[config.mk]
export PLATFORM = sky130hd
export DESIGN_NAME = scpi_header_parser
export DESIGN_NICKNAME = d
export VERILOG_FILES = /design/src/hw/scpi_pkg.sv /design/src/hw/scpi_kw_match.sv /design/src/hw/scpi_header_parser.sv
export SDC_FILE = /design/constraint.sdc
export NUM_CORES = 1
export LEC_CHECK = 0
export BUFFER_PORTS_ARGS = -buffer_cell sky130_fd_sc_hd__buf_2
export CAP_MARGIN = 40
export CORE_AREA = 2 2 141 143
export DETAILED_ROUTE_END_ITERATION = 8
export DIE_AREA = 0 0 143 145
export PLACE_DENSITY = 0.67
export SLEW_MARGIN = 20
export SYNTH_ARGS = -nofsm -noshare
export SYNTH_HDL_FRONTEND = slang
export SYNTH_HIERARCHICAL = 1
export SYNTH_SLANG_ARGS = --single-unit
export TNS_END_PERCENT = 10
[constraint.sdc]
create_clock -name clk -period 5.83 [get_ports clk]
set_input_delay 0.8745 -clock clk [delete_from_list [all_inputs] [get_ports clk]]
set_output_delay 0.8745 -clock clk [all_outputs]
set_load 0.01 [all_outputs]
[src/hw/scpi_pkg.sv]
/*
 shared constants, keyword table and types of the command header parser.
 assumes ASCII characters arrive at most one per clock, held while char_ready is low, from logic on the same clock.
*/
`default_nettype none
package scpi_pkg;
   localparam int KW_LEN = 12;
   localparam int KW_COUNT = 18;

   localparam logic [7:0] CH_STAR = 8'h2A;
   localparam logic [7:0] CH_COLON = 8'h3A;
   localparam logic [7:0] CH_SEMI = 8'h3B;
   localparam logic [7:0] CH_QUEST = 8'h3F;
   localparam logic [7:0] CH_SPACE = 8'h20;
   localparam logic [7:0] CH_COMMA = 8'h2C;
   localparam logic [7:0] CH_LF = 8'h0A;
   localparam logic [7:0] CH_LOW_A = 8'h61;
   localparam logic [7:0] CH_LOW_Z = 8'h7A;
   localparam logic [7:0] CH_UP_A = 8'h41;
   localparam logic [7:0] CH_UP_Z = 8'h5A;
   localparam logic [7:0] CASE_DIFF = 8'h20;

   localparam logic [4:0] KW_NONE = 5'h00;
   localparam logic [4:0] KW_INP = 5'h01;
   localparam logic [4:0] KW_COUP = 5'h02;
   localparam logic [4:0] KW_IMP = 5'h03;
   localparam logic [4:0] KW_SENS = 5'h04;
   localparam logic [4:0] KW_ROSC = 5'h05;
   localparam logic [4:0] KW_SOUR = 5'h06;
   localparam logic [4:0] KW_MEAS = 5'h07;
   localparam logic [4:0] KW_CONF = 5'h08;
   localparam logic [4:0] KW_READ = 5'h09;
   localparam logic [4:0] KW_INIT = 5'h0A;
   localparam logic [4:0] KW_IMM = 5'h0B;
   localparam logic [4:0] KW_FETC = 5'h0C;
   localparam logic [4:0] KW_RST = 5'h0D;
   localparam logic [4:0] KW_TST = 5'h0E;
   localparam logic [4:0] KW_STB = 5'h0F;
   localparam logic [4:0] KW_IDN = 5'h10;
   localparam logic [4:0] KW_CLS = 5'h11;
   localparam logic [4:0] KW_ESE = 5'h12;

   localparam logic [3:0] CMD_NONE = 4'h0;
   localparam logic [3:0] CMD_INP_COUP = 4'h1;
   localparam logic [3:0] CMD_INP_IMP = 4'h2;
   localparam logic [3:0] CMD_ROSC_SOUR = 4'h3;
   localparam logic [3:0] CMD_MEAS = 4'h4;
   localparam logic [3:0] CMD_CONF = 4'h5;
   localparam logic [3:0] CMD_READ = 4'h6;
   localparam logic [3:0] CMD_INIT = 4'h7;
   localparam logic [3:0] CMD_FETC = 4'h8;
   localparam logic [3:0] CMD_RST = 4'h9;
   localparam logic [3:0] CMD_TST = 4'hA;
   localparam logic [3:0] CMD_STB = 4'hB;
   localparam logic [3:0] CMD_IDN = 4'hC;
   localparam logic [3:0] CMD_CLS = 4'hD;
   localparam logic [3:0] CMD_ESE = 4'hE;

   localparam logic [2:0] ACT_CFG = 3'h4;
   localparam logic [2:0] ACT_INIT = 3'h2;
   localparam logic [2:0] ACT_FETCH = 3'h1;

   typedef enum logic [2:0] {
      ST_IDLE = 3'b000,
      ST_COMMON = 3'b001,
      ST_KEY = 3'b010,
      ST_HDR = 3'b011,
      ST_PARAM = 3'b100,
      ST_SKIP = 3'b101
   } scpi_state_e;

   typedef struct packed {
      logic [95:0] name;
      logic [3:0] slen;
      logic [3:0] flen;
   } scpi_kw_s;

   // full upper-case spelling, left aligned, with short and full lengths
   function automatic scpi_kw_s kw_entry(input logic [4:0] id);
      case (id)
         KW_INP: kw_entry = '{{"INPUT", 56'h0}, 4'h3, 4'h5};
         KW_COUP: kw_entry = '{{"COUPLING", 32'h0}, 4'h4, 4'h8};
         KW_IMP: kw_entry = '{{"IMPEDANCE", 24'h0}, 4'h3, 4'h9};
         KW_SENS: kw_entry = '{{"SENSE", 56'h0}, 4'h4, 4'h5};
         KW_ROSC: kw_entry = '{{"ROSCILLATOR", 8'h0}, 4'h4, 4'hB};
         KW_SOUR: kw_entry = '{{"SOURCE", 48'h0}, 4'h4, 4'h6};
         KW_MEAS: kw_entry = '{{"MEASURE", 40'h0}, 4'h4, 4'h7};
         KW_CONF: kw_entry = '{{"CONFIGURE", 24'h0}, 4'h4, 4'h9};
         KW_READ: kw_entry = '{{"READ", 64'h0}, 4'h4, 4'h4};
         KW_INIT: kw_entry = '{{"INITIATE", 32'h0}, 4'h4, 4'h8};
         KW_IMM: kw_entry = '{{"IMMEDIATE", 24'h0}, 4'h3, 4'h9};
         KW_FETC: kw_entry = '{{"FETCH", 56'h0}, 4'h4, 4'h5};
         KW_RST: kw_entry = '{{"RST", 72'h0}, 4'h3, 4'h3};
         KW_TST: kw_entry = '{{"TST", 72'h0}, 4'h3, 4'h3};
         KW_STB: kw_entry = '{{"STB", 72'h0}, 4'h3, 4'h3};
         KW_IDN: kw_entry = '{{"IDN", 72'h0}, 4'h3, 4'h3};
         KW_CLS: kw_entry = '{{"CLS", 72'h0}, 4'h3, 4'h3};
         KW_ESE: kw_entry = '{{"ESE", 72'h0}, 4'h3, 4'h3};
         default: kw_entry = '{96'h0, 4'hF, 4'hF};
      endcase
   endfunction : kw_entry
endpackage : scpi_pkg
`default_nettype wire

[src/hw/scpi_kw_match.sv]
/*
 combinational keyword matcher: short or full form against the keyword table.
 assumes the buffer holds upper-cased characters, left aligned, len of them valid.
*/
`timescale 1ns/1ps
`default_nettype none
module scpi_kw_match (
   input wire logic [95:0] kw_buf,
   input wire logic [3:0] kw_len,
   output logic [4:0] kw_id,
   output logic kw_hit,
   output logic kw_bad_len
);
   always_comb begin
      scpi_pkg::scpi_kw_s e;
      logic pre;
      e = '0;
      pre = 1'b0;
      kw_id = scpi_pkg::KW_NONE;
      kw_hit = 1'b0;
      kw_bad_len = 1'b0;
      for (int k = 1; k <= scpi_pkg::KW_COUNT; k++) begin
         e = scpi_pkg::kw_entry(5'(k));
         pre = 1'b1;
         for (int i = 0; i < scpi_pkg::KW_LEN; i++) begin
            if (4'(i) < kw_len && kw_buf[95 - 8 * i -: 8] != e.name[95 - 8 * i -: 8]) begin
               pre = 1'b0;
            end
         end
         // short or full spelling only
         if (pre && (kw_len == e.slen || kw_len == e.flen)) begin
            kw_id = 5'(k);
            kw_hit = 1'b1;
         end else if (pre && kw_len > e.slen && kw_len < e.flen) begin
            kw_bad_len = 1'b1;
         end
      end
   end
endmodule : scpi_kw_match
`default_nettype wire

[src/hw/scpi_header_parser.sv]
/*
 command header parser: splits ASCII program messages into header, data and
 terminator and turns measurement shortcuts into configure/initiate/fetch pulses.
 assumes the character source is on clk and honours char_ready.
*/
`timescale 1ns/1ps
`default_nettype none
module scpi_header_parser (
   input wire logic clk,
   input wire logic rst_n,
   input wire logic char_valid,
   input wire logic [7:0] char_data,
   output logic char_ready,
   output logic cmd_valid,
   output logic [3:0] cmd_code,
   output logic cmd_query,
   output logic cmd_common,
   output logic cmd_error,
   output logic param_valid,
   output logic [7:0] param_char,
   output logic param_first,
   output logic param_sep,
   output logic act_cfg,
   output logic act_init,
   output logic act_fetch,
   output logic data_avail
);
   function automatic logic [7:0] upcase(input logic [7:0] c);
      upcase = (c >= scpi_pkg::CH_LOW_A && c <= scpi_pkg::CH_LOW_Z) ? c - scpi_pkg::CASE_DIFF : c;
   endfunction : upcase

   // tree walk with implicit optional root
   function automatic logic [3:0] path_cmd(input logic [4:0] k0, input logic [4:0] k1, input logic [4:0] k2,
                                           input logic [1:0] d);
      logic [4:0] a;
      logic [4:0] b;
      logic [4:0] c;
      logic [1:0] n;
      a = k0;
      b = k1;
      c = k2;
      n = d;
      if (a == scpi_pkg::KW_ROSC && d != 2'h3) begin
         c = b;
         b = a;
         a = scpi_pkg::KW_SENS;
         n = d + 2'h1;
      end
      path_cmd = scpi_pkg::CMD_NONE;
      case (n)
         2'h1: begin
            case (a)
               scpi_pkg::KW_MEAS: path_cmd = scpi_pkg::CMD_MEAS;
               scpi_pkg::KW_CONF: path_cmd = scpi_pkg::CMD_CONF;
               scpi_pkg::KW_READ: path_cmd = scpi_pkg::CMD_READ;
               scpi_pkg::KW_INIT: path_cmd = scpi_pkg::CMD_INIT;
               scpi_pkg::KW_FETC: path_cmd = scpi_pkg::CMD_FETC;
               default: path_cmd = scpi_pkg::CMD_NONE;
            endcase
         end
         2'h2: begin
            if (a == scpi_pkg::KW_INP && b == scpi_pkg::KW_COUP) path_cmd = scpi_pkg::CMD_INP_COUP;
            if (a == scpi_pkg::KW_INP && b == scpi_pkg::KW_IMP) path_cmd = scpi_pkg::CMD_INP_IMP;
            if (a == scpi_pkg::KW_INIT && b == scpi_pkg::KW_IMM) path_cmd = scpi_pkg::CMD_INIT;
         end
         2'h3: begin
            if (a == scpi_pkg::KW_SENS && b == scpi_pkg::KW_ROSC && c == scpi_pkg::KW_SOUR) begin
               path_cmd = scpi_pkg::CMD_ROSC_SOUR;
            end
         end
         default: path_cmd = scpi_pkg::CMD_NONE;
      endcase
   endfunction : path_cmd

   function automatic logic [3:0] common_code(input logic [4:0] k);
      case (k)
         scpi_pkg::KW_RST: common_code = scpi_pkg::CMD_RST;
         scpi_pkg::KW_TST: common_code = scpi_pkg::CMD_TST;
         scpi_pkg::KW_STB: common_code = scpi_pkg::CMD_STB;
         scpi_pkg::KW_IDN: common_code = scpi_pkg::CMD_IDN;
         scpi_pkg::KW_CLS: common_code = scpi_pkg::CMD_CLS;
         scpi_pkg::KW_ESE: common_code = scpi_pkg::CMD_ESE;
         default: common_code = scpi_pkg::CMD_NONE;
      endcase
   endfunction : common_code

   // which commands must or must not be queries
   function automatic logic query_ok(input logic [3:0] code, input logic q);
      case (code)
         scpi_pkg::CMD_MEAS, scpi_pkg::CMD_READ, scpi_pkg::CMD_FETC, scpi_pkg::CMD_TST, scpi_pkg::CMD_STB,
         scpi_pkg::CMD_IDN: query_ok = q;
         scpi_pkg::CMD_CONF, scpi_pkg::CMD_INIT, scpi_pkg::CMD_RST, scpi_pkg::CMD_CLS: query_ok = !q;
         default: query_ok = 1'b1;
      endcase
   endfunction : query_ok

   scpi_pkg::scpi_state_e st_reg, st_next;
   logic [95:0] buf_reg, buf_next;
   logic [3:0] len_reg, len_next;
   logic [1:0] depth_reg, depth_next, pdepth_reg, pdepth_next;
   logic [4:0] p0_reg, p0_next, p1_reg, p1_next, p2_reg, p2_next, par0_reg, par0_next, par1_reg, par1_next;
   logic query_reg, query_next, common_reg, common_next, first_reg, first_next;
   logic [3:0] code_reg, code_next, ccode_reg;
   logic [2:0] pend_reg, pend_next;
   logic ready_reg, cv_reg, cq_reg, cc_reg, ce_reg, pv_reg, pf_reg, ps_reg, cfg_reg, init_reg, fetch_reg, avail_reg;
   logic [7:0] pc_reg;
   logic emit;
   logic [3:0] emit_code;
   logic emit_err;

   wire acc = char_valid & ready_reg;
   wire [7:0] ch_up = upcase(char_data);
   wire is_letter = ch_up >= scpi_pkg::CH_UP_A && ch_up <= scpi_pkg::CH_UP_Z;
   wire is_end = char_data == scpi_pkg::CH_LF || char_data == scpi_pkg::CH_SEMI;
   wire in_name = st_reg == scpi_pkg::ST_KEY || st_reg == scpi_pkg::ST_COMMON;
   wire [95:0] buf_app = buf_reg | ({ch_up, 88'h0} >> (8 * len_reg));
   wire [4:0] kw_id;
   wire kw_hit;
   wire kw_bad;

   scpi_kw_match u_match (
      .kw_buf(buf_reg),
      .kw_len(len_reg),
      .kw_id(kw_id),
      .kw_hit(kw_hit),
      .kw_bad_len(kw_bad)
   );

   // path with the finished keyword appended
   wire overflow = !common_reg && depth_reg == 2'h3;
   wire [4:0] np0 = depth_reg == 2'h0 ? kw_id : p0_reg;
   wire [4:0] np1 = depth_reg == 2'h1 ? kw_id : p1_reg;
   wire [4:0] np2 = depth_reg == 2'h2 ? kw_id : p2_reg;
   wire [1:0] ndepth = depth_reg + 2'h1;
   wire hdr_query = query_reg | char_data == scpi_pkg::CH_QUEST;
   wire [3:0] hdr_code = common_reg ? common_code(kw_id) : path_cmd(np0, np1, np2, ndepth);
   wire kw_fail = !kw_hit || kw_bad || overflow;
   wire hdr_bad = kw_fail || hdr_code == scpi_pkg::CMD_NONE || !query_ok(hdr_code, hdr_query);
   wire [4:0] ep0 = in_name ? np0 : p0_reg;
   wire [4:0] ep1 = in_name ? np1 : p1_reg;
   wire [1:0] edepth = in_name ? ndepth : depth_reg;

   always_comb begin
      st_next = st_reg;
      buf_next = buf_reg;
      len_next = len_reg;
      depth_next = depth_reg;
      p0_next = p0_reg;
      p1_next = p1_reg;
      p2_next = p2_reg;
      par0_next = par0_reg;
      par1_next = par1_reg;
      pdepth_next = pdepth_reg;
      query_next = query_reg;
      common_next = common_reg;
      code_next = code_reg;
      first_next = first_reg;
      emit = 1'b0;
      emit_code = scpi_pkg::CMD_NONE;
      emit_err = 1'b0;
      if (acc) begin
         case (st_reg)
            scpi_pkg::ST_IDLE: begin
               query_next = 1'b0;
               common_next = 1'b0;
               len_next = 4'h0;
               buf_next = '0;
               if (char_data == scpi_pkg::CH_STAR) begin
                  common_next = 1'b1;
                  st_next = scpi_pkg::ST_COMMON;
               end else if (char_data == scpi_pkg::CH_COLON) begin
                  depth_next = 2'h0;
                  st_next = scpi_pkg::ST_KEY;
               end else if (is_letter) begin
                  depth_next = pdepth_reg;
                  p0_next = par0_reg;
                  p1_next = par1_reg;
                  buf_next = {ch_up, 88'h0};
                  len_next = 4'h1;
                  st_next = scpi_pkg::ST_KEY;
               end else if (!is_end && char_data != scpi_pkg::CH_SPACE) begin
                  st_next = scpi_pkg::ST_SKIP;
               end
            end
            scpi_pkg::ST_COMMON, scpi_pkg::ST_KEY: begin
               if (is_letter && len_reg != 4'(scpi_pkg::KW_LEN)) begin
                  buf_next = buf_app;
                  len_next = len_reg + 4'h1;
               end else if (char_data == scpi_pkg::CH_COLON && !common_reg && !kw_fail) begin
                  p0_next = np0;
                  p1_next = np1;
                  p2_next = np2;
                  depth_next = ndepth;
                  buf_next = '0;
                  len_next = 4'h0;
               end else if ((char_data == scpi_pkg::CH_QUEST || char_data == scpi_pkg::CH_SPACE || is_end)
                            && !hdr_bad) begin
                  p0_next = np0;
                  p1_next = np1;
                  p2_next = np2;
                  depth_next = ndepth;
                  code_next = hdr_code;
                  query_next = hdr_query;
                  first_next = 1'b1;
                  if (char_data == scpi_pkg::CH_QUEST) st_next = scpi_pkg::ST_HDR;
                  else if (char_data == scpi_pkg::CH_SPACE) st_next = scpi_pkg::ST_PARAM;
                  emit = is_end;
                  emit_code = hdr_code;
               end else if (is_end) begin
                  emit = 1'b1;
                  emit_err = 1'b1;
               end else begin
                  st_next = scpi_pkg::ST_SKIP;
               end
            end
            scpi_pkg::ST_HDR: begin
               if (char_data == scpi_pkg::CH_SPACE) st_next = scpi_pkg::ST_PARAM;
               else if (!is_end) st_next = scpi_pkg::ST_SKIP;
               emit = is_end;
               emit_code = code_reg;
            end
            scpi_pkg::ST_PARAM: begin
               if (char_data != scpi_pkg::CH_COMMA && !is_end) first_next = 1'b0;
               emit = is_end;
               emit_code = code_reg;
            end
            scpi_pkg::ST_SKIP: begin
               emit = is_end;
               emit_err = 1'b1;
            end
            default: st_next = scpi_pkg::ST_IDLE;
         endcase
         if (emit) begin
            st_next = scpi_pkg::ST_IDLE;
            if (char_data == scpi_pkg::CH_LF) begin
               pdepth_next = 2'h0;
            end else if (!emit_err && !common_reg) begin
               par0_next = ep0;
               par1_next = ep1;
               pdepth_next = edepth - 2'h1;
            end
         end
      end
      pend_next = pend_reg & ~(pend_reg[2] ? scpi_pkg::ACT_CFG : pend_reg[1] ? scpi_pkg::ACT_INIT : pend_reg);
      if (emit && !emit_err) begin
         case (emit_code)
            scpi_pkg::CMD_MEAS: pend_next = scpi_pkg::ACT_CFG | scpi_pkg::ACT_INIT | scpi_pkg::ACT_FETCH;
            scpi_pkg::CMD_READ: pend_next = scpi_pkg::ACT_INIT | scpi_pkg::ACT_FETCH;
            scpi_pkg::CMD_CONF: pend_next = scpi_pkg::ACT_CFG;
            scpi_pkg::CMD_INIT: pend_next = scpi_pkg::ACT_INIT;
            scpi_pkg::CMD_FETC: pend_next = scpi_pkg::ACT_FETCH;
            default: pend_next = 3'h0;
         endcase
      end
   end

   wire param_data = acc && st_reg == scpi_pkg::ST_PARAM && !is_end;
   wire is_comma = char_data == scpi_pkg::CH_COMMA;
   wire rst_cmd = emit && !emit_err && emit_code == scpi_pkg::CMD_RST;

   always_ff @(posedge clk) begin
      if (!rst_n) begin
         st_reg <= scpi_pkg::ST_IDLE;
         {buf_reg, len_reg, depth_reg, pdepth_reg, p0_reg, p1_reg, p2_reg, par0_reg, par1_reg} <= '0;
         {query_reg, common_reg, first_reg, code_reg, pend_reg} <= '0;
         {cv_reg, ccode_reg, cq_reg, cc_reg, ce_reg, pv_reg, pc_reg, pf_reg, ps_reg} <= '0;
         {cfg_reg, init_reg, fetch_reg, avail_reg} <= '0;
         ready_reg <= 1'b0;
      end else begin
         st_reg <= st_next;
         {buf_reg, len_reg, depth_reg, pdepth_reg} <= {buf_next, len_next, depth_next, pdepth_next};
         {p0_reg, p1_reg, p2_reg, par0_reg, par1_reg} <= {p0_next, p1_next, p2_next, par0_next, par1_next};
         {query_reg, common_reg, first_reg, code_reg, pend_reg} <= {query_next, common_next, first_next, code_next,
                                                                    pend_next};
         {cv_reg, ccode_reg, cq_reg, cc_reg, ce_reg} <= {emit, emit_code, query_reg | hdr_query & in_name,
                                                         common_reg, emit_err};
         pv_reg <= param_data && !is_comma;
         pc_reg <= param_data ? char_data : pc_reg;
         pf_reg <= param_data && !is_comma && first_reg;
         ps_reg <= param_data && is_comma;
         cfg_reg <= pend_reg[2];
         init_reg <= pend_reg[1] && !pend_reg[2];
         fetch_reg <= pend_reg == scpi_pkg::ACT_FETCH;
         avail_reg <= (avail_reg || pend_reg == scpi_pkg::ACT_INIT || pend_reg == 3'h3) && !rst_cmd;
         ready_reg <= pend_next == 3'h0;
      end
   end

   assign char_ready = ready_reg;
   assign cmd_valid = cv_reg;
   assign cmd_code = ccode_reg;
   assign cmd_query = cq_reg;
   assign cmd_common = cc_reg;
   assign cmd_error = ce_reg;
   assign param_valid = pv_reg;
   assign param_char = pc_reg;
   assign param_first = pf_reg;
   assign param_sep = ps_reg;
   assign act_cfg = cfg_reg;
   assign act_init = init_reg;
   assign act_fetch = fetch_reg;
   assign data_avail = avail_reg;
endmodule : scpi_header_parser
`default_nettype wire

---- Yosys cells after proc, flatten, opt, wreduce, memory -nomap -nowiden ----
Index checks and enable logic that the tools add are counted.
storage, ports and cells
  bits in registers ....................... 166
  output and inout bits ................... 24
  logic and storage cells ................. 813
cells by class
  $add $sub $neg .......................... 5
  $lt $le $gt $ge ......................... 26
  eq/ne operators ......................... 148
  shift operators ......................... 1
  multiplexer cells ....................... 377
  bitwise logic cells ..................... 10
  reductions and logical operators ........ 217
operators with widths
  kind                                                                count
  != test 8 x 7 -> 1 bit (second input constant)                      65
  2-to-1 mux 96 bit                                                   5
  2-to-1 mux 1 bit                                                    281
  case mux 96 bit (2 select lines)                                    1
  logical AND 1 bit                                                   153
  2-to-1 mux 5 bit                                                    25
  bitwise OR 96 bit                                                   1
  right shift 96 x 7 -> 96 bit                                        1
  nonzero test 8 bit                                                  9
  2-to-1 mux 4 bit                                                    17
  2-to-1 mux 3 bit                                                    18
  == test 4 x 3 -> 1 bit (second input constant)                      12
  == test 8 x 6 -> 1 bit (second input constant)                      6
  == test 4 bit (second input constant)                               11
  == test 5 x 4 -> 1 bit (second input constant)                      8
  2-to-1 mux 2 bit                                                    14
  == test 5 x 3 -> 1 bit (second input constant)                      5
  case mux 4 bit (6 select lines)                                     1
  case mux 4 bit (5 select lines)                                     1
  case mux 5 bit (2 select lines)                                     2
  logical OR 1 bit                                                    18
  AND reduction 6 bit                                                 3
  greater-or-equal comparator 8 x 7 -> 1 bit (second input constant)  2
  less-or-equal comparator 8 x 7 -> 1 bit (second input constant)     2
  56 further kinds                                                    123

---- Depth between registers and ports, before layout ----
  word-level depth ........................ 69
  gate-level depth with buffers ........... 21
  mapped depth without buffers ............ 17

---- Hierarchy ----
The synthesis kept the hierarchy.
by module, submodules not included
  module              instances  cells each  area an instance (um^2)
  scpi_header_parser  1          889         7624.8
  scpi_kw_match       1          301         1868.0

---- Least setup slack after synthesis ----
OpenSTA, ideal clock, no wires.
  kind .................................... register to register
  from .................................... register len_reg[1]
  to ...................................... register par0_reg[2]
  arrival time ............................ 4808 ps
  setup slack ............................. 894 ps
  cell stages (with the launch flop) ...... 21
  buffers on the path ..................... 4
  cell sequence ........................... dfxtp_1 -> buf_2 -> and2_1 -> buf_2 -> a21oi_1 -> o22ai_1 -> or4_1 -> or4b_1 -> a211oi_2 -> nor3_1 -> nand2b_1 -> buf_2 -> mux2i_4 -> or4_4 -> a41oi_2 -> and2_1 -> o32ai_4 -> a2111oi_4 -> buf_6 -> mux2i_1 -> nor2_1
on the way
  elaborated cells between the ends (all ways) .. 524
  classes of those cells .................. 22 x order compare; 41 x eq/ne; 302 x mux; 159 x reduce/logical
RTL lines
  element                              RTL line                   source
  start: declaration                   scpi_header_parser.sv:99   logic [3:0] len_reg, len_next;
  start signal: assignment             scpi_header_parser.sv:271  {buf_reg, len_reg, depth_reg, pdepth_reg} <= {buf_next, len_next, depth_next, pdepth_next};
  less-than comparator 1 x 4 -> 1 bit  scpi_kw_match.sv:26        if (4'(i) < kw_len && kw_buf[95 - 8 * i -: 8] != e.name[95 - 8 * i -: 8]) begin
  logical AND 1 bit                    scpi_kw_match.sv:26
  2-to-1 mux 1 bit (12 in a row)       scpi_kw_match.sv:26
  logical AND 1 bit                    scpi_kw_match.sv:31        if (pre && (kw_len == e.slen || kw_len == e.flen)) begin
  2-to-1 mux 3 bit (4 in a row)        scpi_kw_match.sv:31
  2-to-1 mux 4 bit (8 in a row)        scpi_kw_match.sv:31
  2-to-1 mux 5 bit (2 in a row)        scpi_kw_match.sv:31
  2-to-1 mux 5 bit *                   scpi_kw_match.sv:31
  via kw_id[2]                         scpi_header_parser.sv:117  wire [4:0] kw_id;
  [... 18 more ...]                    n/a
  2-to-1 mux 1 bit                     scpi_header_parser.sv:196  end else if ((char_data == scpi_pkg::CH_QUEST || char_data == scpi_pkg::CH_SPACE || is_end)
  2-to-1 mux 1 bit                     scpi_header_parser.sv:189  end else if (char_data == scpi_pkg::CH_COLON && !common_reg && !kw_fail) begin
  2-to-1 mux 1 bit                     scpi_header_parser.sv:186  if (is_letter && len_reg != 4'(scpi_pkg::KW_LEN)) begin
  case mux 1 bit (2 select lines)      scpi_header_parser.sv:162  case (st_reg)
  2-to-1 mux 1 bit                     scpi_header_parser.sv:161  if (acc) begin
  logical NOT 1 bit                    scpi_header_parser.sv:237  end else if (!emit_err && !common_reg) begin
  logical AND 1 bit                    scpi_header_parser.sv:237
  AND reduction 4 bit (no line)        n/a
  end signal: assignment               scpi_header_parser.sv:272  {p0_reg, p1_reg, p2_reg, par0_reg, par1_reg} <= {p0_next, p1_next, p2_next, par0_next, par1_next};
  end: declaration                     scpi_header_parser.sv:101  logic [4:0] p0_reg, p0_next, p1_reg, p1_next, p2_reg, p2_next, par0_reg, par0_next, par1_reg, par1_next;
The timed path passes the listed nets; every way through them passes the cells marked *. The select of a mux whose other input is x is not followed.
A chain may end at the register's enable or synchronous reset.

---- Worst setup path after layout ----
  from .................................... register buf_reg[7]
  to ...................................... register st_reg[2]
on the way
  elaborated cells between the ends (all ways) .. 229
  classes of those cells .................. 37 x eq/ne; 116 x mux; 76 x reduce/logical
RTL lines
  element                                          RTL line                   source
  start: declaration                               scpi_header_parser.sv:98   logic [95:0] buf_reg, buf_next;
  start signal: assignment                         scpi_header_parser.sv:271
  nonzero test 8 bit *                             scpi_kw_match.sv:26
  logical AND 1 bit *                              scpi_kw_match.sv:26
  2-to-1 mux 1 bit                                 scpi_kw_match.sv:26
  logical AND 1 bit                                scpi_kw_match.sv:31
  2-to-1 mux 4 bit (8 in a row)                    scpi_kw_match.sv:31
  2-to-1 mux 5 bit (2 in a row)                    scpi_kw_match.sv:31
  2-to-1 mux 5 bit *                               scpi_kw_match.sv:31
  via kw_id[3]                                     scpi_header_parser.sv:117
  [... 17 more ...]                                n/a
  logical AND 1 bit *                              scpi_header_parser.sv:197  && !hdr_bad) begin
  2-to-1 mux 1 bit                                 scpi_header_parser.sv:196
  2-to-1 mux 1 bit                                 scpi_header_parser.sv:189
  2-to-1 mux 1 bit                                 scpi_header_parser.sv:186
  case mux 1 bit (2 select lines)                  scpi_header_parser.sv:162
  2-to-1 mux 1 bit                                 scpi_header_parser.sv:161
  != test 6 bit (no line) (tied with other cells)  n/a
  AND reduction 6 bit (no line)                    n/a
  end signal: assignment                           scpi_header_parser.sv:263  st_reg <= scpi_pkg::ST_IDLE;
  end signal: assignment                           scpi_header_parser.sv:270  st_reg <= st_next;
  end: declaration                                 scpi_header_parser.sv:97   scpi_pkg::scpi_state_e st_reg, st_next;
Marked as above.

==> flow_summary.ini <==
[route]
wl_per_cell_um = 19.5
ant_nets = 0
drcViolationCount = 0
top_layer_used = met4
dr_total_vias = 9358
met1_length_um = 14300
wl_met2_um = 12800
dr.pass1.iters = 7
wl_met3_um = 1790
drt_wl_total_um = 29300
drt-initial-drc-count = 922
via_per_inst = 6.22

[worst_setup_path]
worstPathRequired_ps = 6160
critPathMaxStageDelay_ps = 580
cp_max_fo = 11
cp_common_cell = or4_1
start_kind = flop
path_class = reg -> reg
arrival_ps = 5970
worstPathCellList = or4_1 > o211ai_2 > o211ai_1 > or4_1 > or4_1 > a21oi_1 > nor2_1 > nand2_1 > mux2_2 > nand3_2 > or4_4 > a41oi_2 > o21ai_2 > o32ai_4 > buf_4 > mux2i_1 > a221o_1 > a22o_1
end_kind = flop
slowest_stage = or4_1

[yosys]
synth_top_area_share_pct = 35.0
synth_seq_cells = 166
synth_largest_area_cell = dfxtp_1
synth_cell_types = 103
yosys_warnings = 6
async_flop_share_pct = 0
yosysMostFrequentCell = nor2_1
synth.yosys.seq_area_share_pct = 35.0
synth_commonest_cells = 225 x nor2_1, 166 x dfxtp_1, 144 x a21oi_1
syn_avg_cell_area_sq_um = 7.98
synth.cell_area_sq_um = 9490
syn-num-nets = 1210
synthFlopType = dfxtp_1
netlist_instances = 1190
synthTopCellsByArea = dfxtp_1 35%, nor2_1 8.9%, a21oi_1 7.6%
synth_edf_count = 0

[timing]
fin_tns_setup_ps = 0
drv_slew = 0
whs_ps = 463
post-route-period-util_pct = 96.7
finClkSkew_ps = 14.0
hold_viol = 0
worstMarginPinSlew_ps = 906
setup_viol = 0
slew_headroom_pct = 39.5
period_needed_ps = 5640
timing.fmax_mhz = 177

[clock_network]
cts_made_buffers = 17
cts_setup_buffers = 0
path_clk_slew_ps = 70
htree_levels = 4
cts_tree = built
cts_buffer_depth = 2
cts_root_buf = clkbuf_16
cts_sinks = 166
cts_hold_buf = 0
clock_latency_ps = 440
ctsResizeCount = 0

[grt]
grt_antenna_before_repair = 0
grt_pass1_wl_um = 46500
grt_pass1_vias = 8456
track_usage_pct = 28.2
grt_max_degree = 54
grt-ovfl-total = 0

[die]
die_x_um = 143
start_util_pct = 49.4
die_area_sq_um = 20700
ios = 35
core-area_sq_um = 19200
std_cell_rows = 51
die_h_um = 145

[finish]
post-route-util_pct = 56.1
multi_input_area_sq_um = 5790
nets = 1247
stdcell_count = 1505
n_antenna_cell = 0
syn_to_final_growth_pct = 13.5
nFillCells = 1849
largest_reg_flops = 96
seq_area_sq_um = 3320
drive_above_1_share_pct = 13.9

[placed_design]
dp_hpwl_um = 20700
placed_cells = 1473
routabilityCongestion = 1.03
port_buffers = 34

[hold_path]
hold_path.class = reg -> reg

[pwr]
vdd_drop_max_v = 0.000235
leakage_uw = 0.00398
power_density_nw_per_um2 = 245

[job]
maxCapViolCount = 0

[status]
outcome = finished clean
==> power by group <==
part           internal, uW  switching [uW]
Clock                   737             526
Combinational          69.8             158
Sequential             1140            13.4
Total                  1950             697
==> cell usage in the layout (no fill, tap or decap), types with 23 or more instances in the layout <==
| cell type | synthesis | layout |
|---|---|---|
| inv_1 | 25 | 25 |
| nor3_1 | 31 | 30 |
| buf_2 | 18 | 34 |
| nor2_1 | 225 | 225 |
| a21oi_1 | 144 | 144 |
| nand2_1 | 76 | 75 |
| dfxtp_1 | 166 | 166 |
| buf_4 | 1 | 49 |
| nand3_1 | 23 | 23 |
| mux2i_1 | 29 | 29 |
==> per-stage QoR <==
step,instance area (sq um),setup WS [ps],power [uW]
finish,10800,190,2640
global route,10800,-25.0,2720
CTS,10800,183,2650
detailed placement,10100,241,1400
global placement,10100,361,1400
floorplan,9490,894,1320
==> per-layer routing <==
layer  vias to the layer above  global-route usage (%)
met5                         -                       0
met4                         0                    7.38
met3                        40                    4.59
met2                       313                    42.2
met1                      4523                    41.8
li1                       4482                       -
==> critical path: cells and delay by family (launching register included) <==
kind / cells / cell delay (ps)
simple gates: 7 / 2540
compound gates: 8 / 2060
mux: 2 / 360
flops: 1 / 310
buf+inv: 1 / 250
==> kinds of logic after synthesis <==
logic type                 share of synthesized area, %
xor gates and xnor gates                          0.646
buffers and inverters                              4.27
and+or+nand+nor                                    30.7
DFF                                                35.0
muxes                                              4.06
adders and majority gates                          1.50
AOI/OAI and AO/OA                                  23.9
==> worst paths after layout <==
path / end / slack (ps) / depth (start not counted) / from
worst max-delay path: st_reg[2] / 190 / 18 / buf_reg[7]
worst min-delay path: buf_reg[2] / 460 / 2 / buf_reg[2]
worst max register to register: st_reg[2] / 190 / 18 / buf_reg[7]
worst min register to register: buf_reg[2] / 460 / 2 / buf_reg[2]
==> final cells by class <==
type / instances / area share [%]
Inverter: 27 / 0.941
Multi-Input combinational cell: 929 / 53.7
Timing Repair Buffer: 86 / 5.35
Clock inverter: 15 / 2.14
Tap cell: 265 / 3.08
Sequential cell: 166 / 30.8
Clock buffer: 17 / 3.95
No activity file was read; power rests on OpenSTA's default activity.
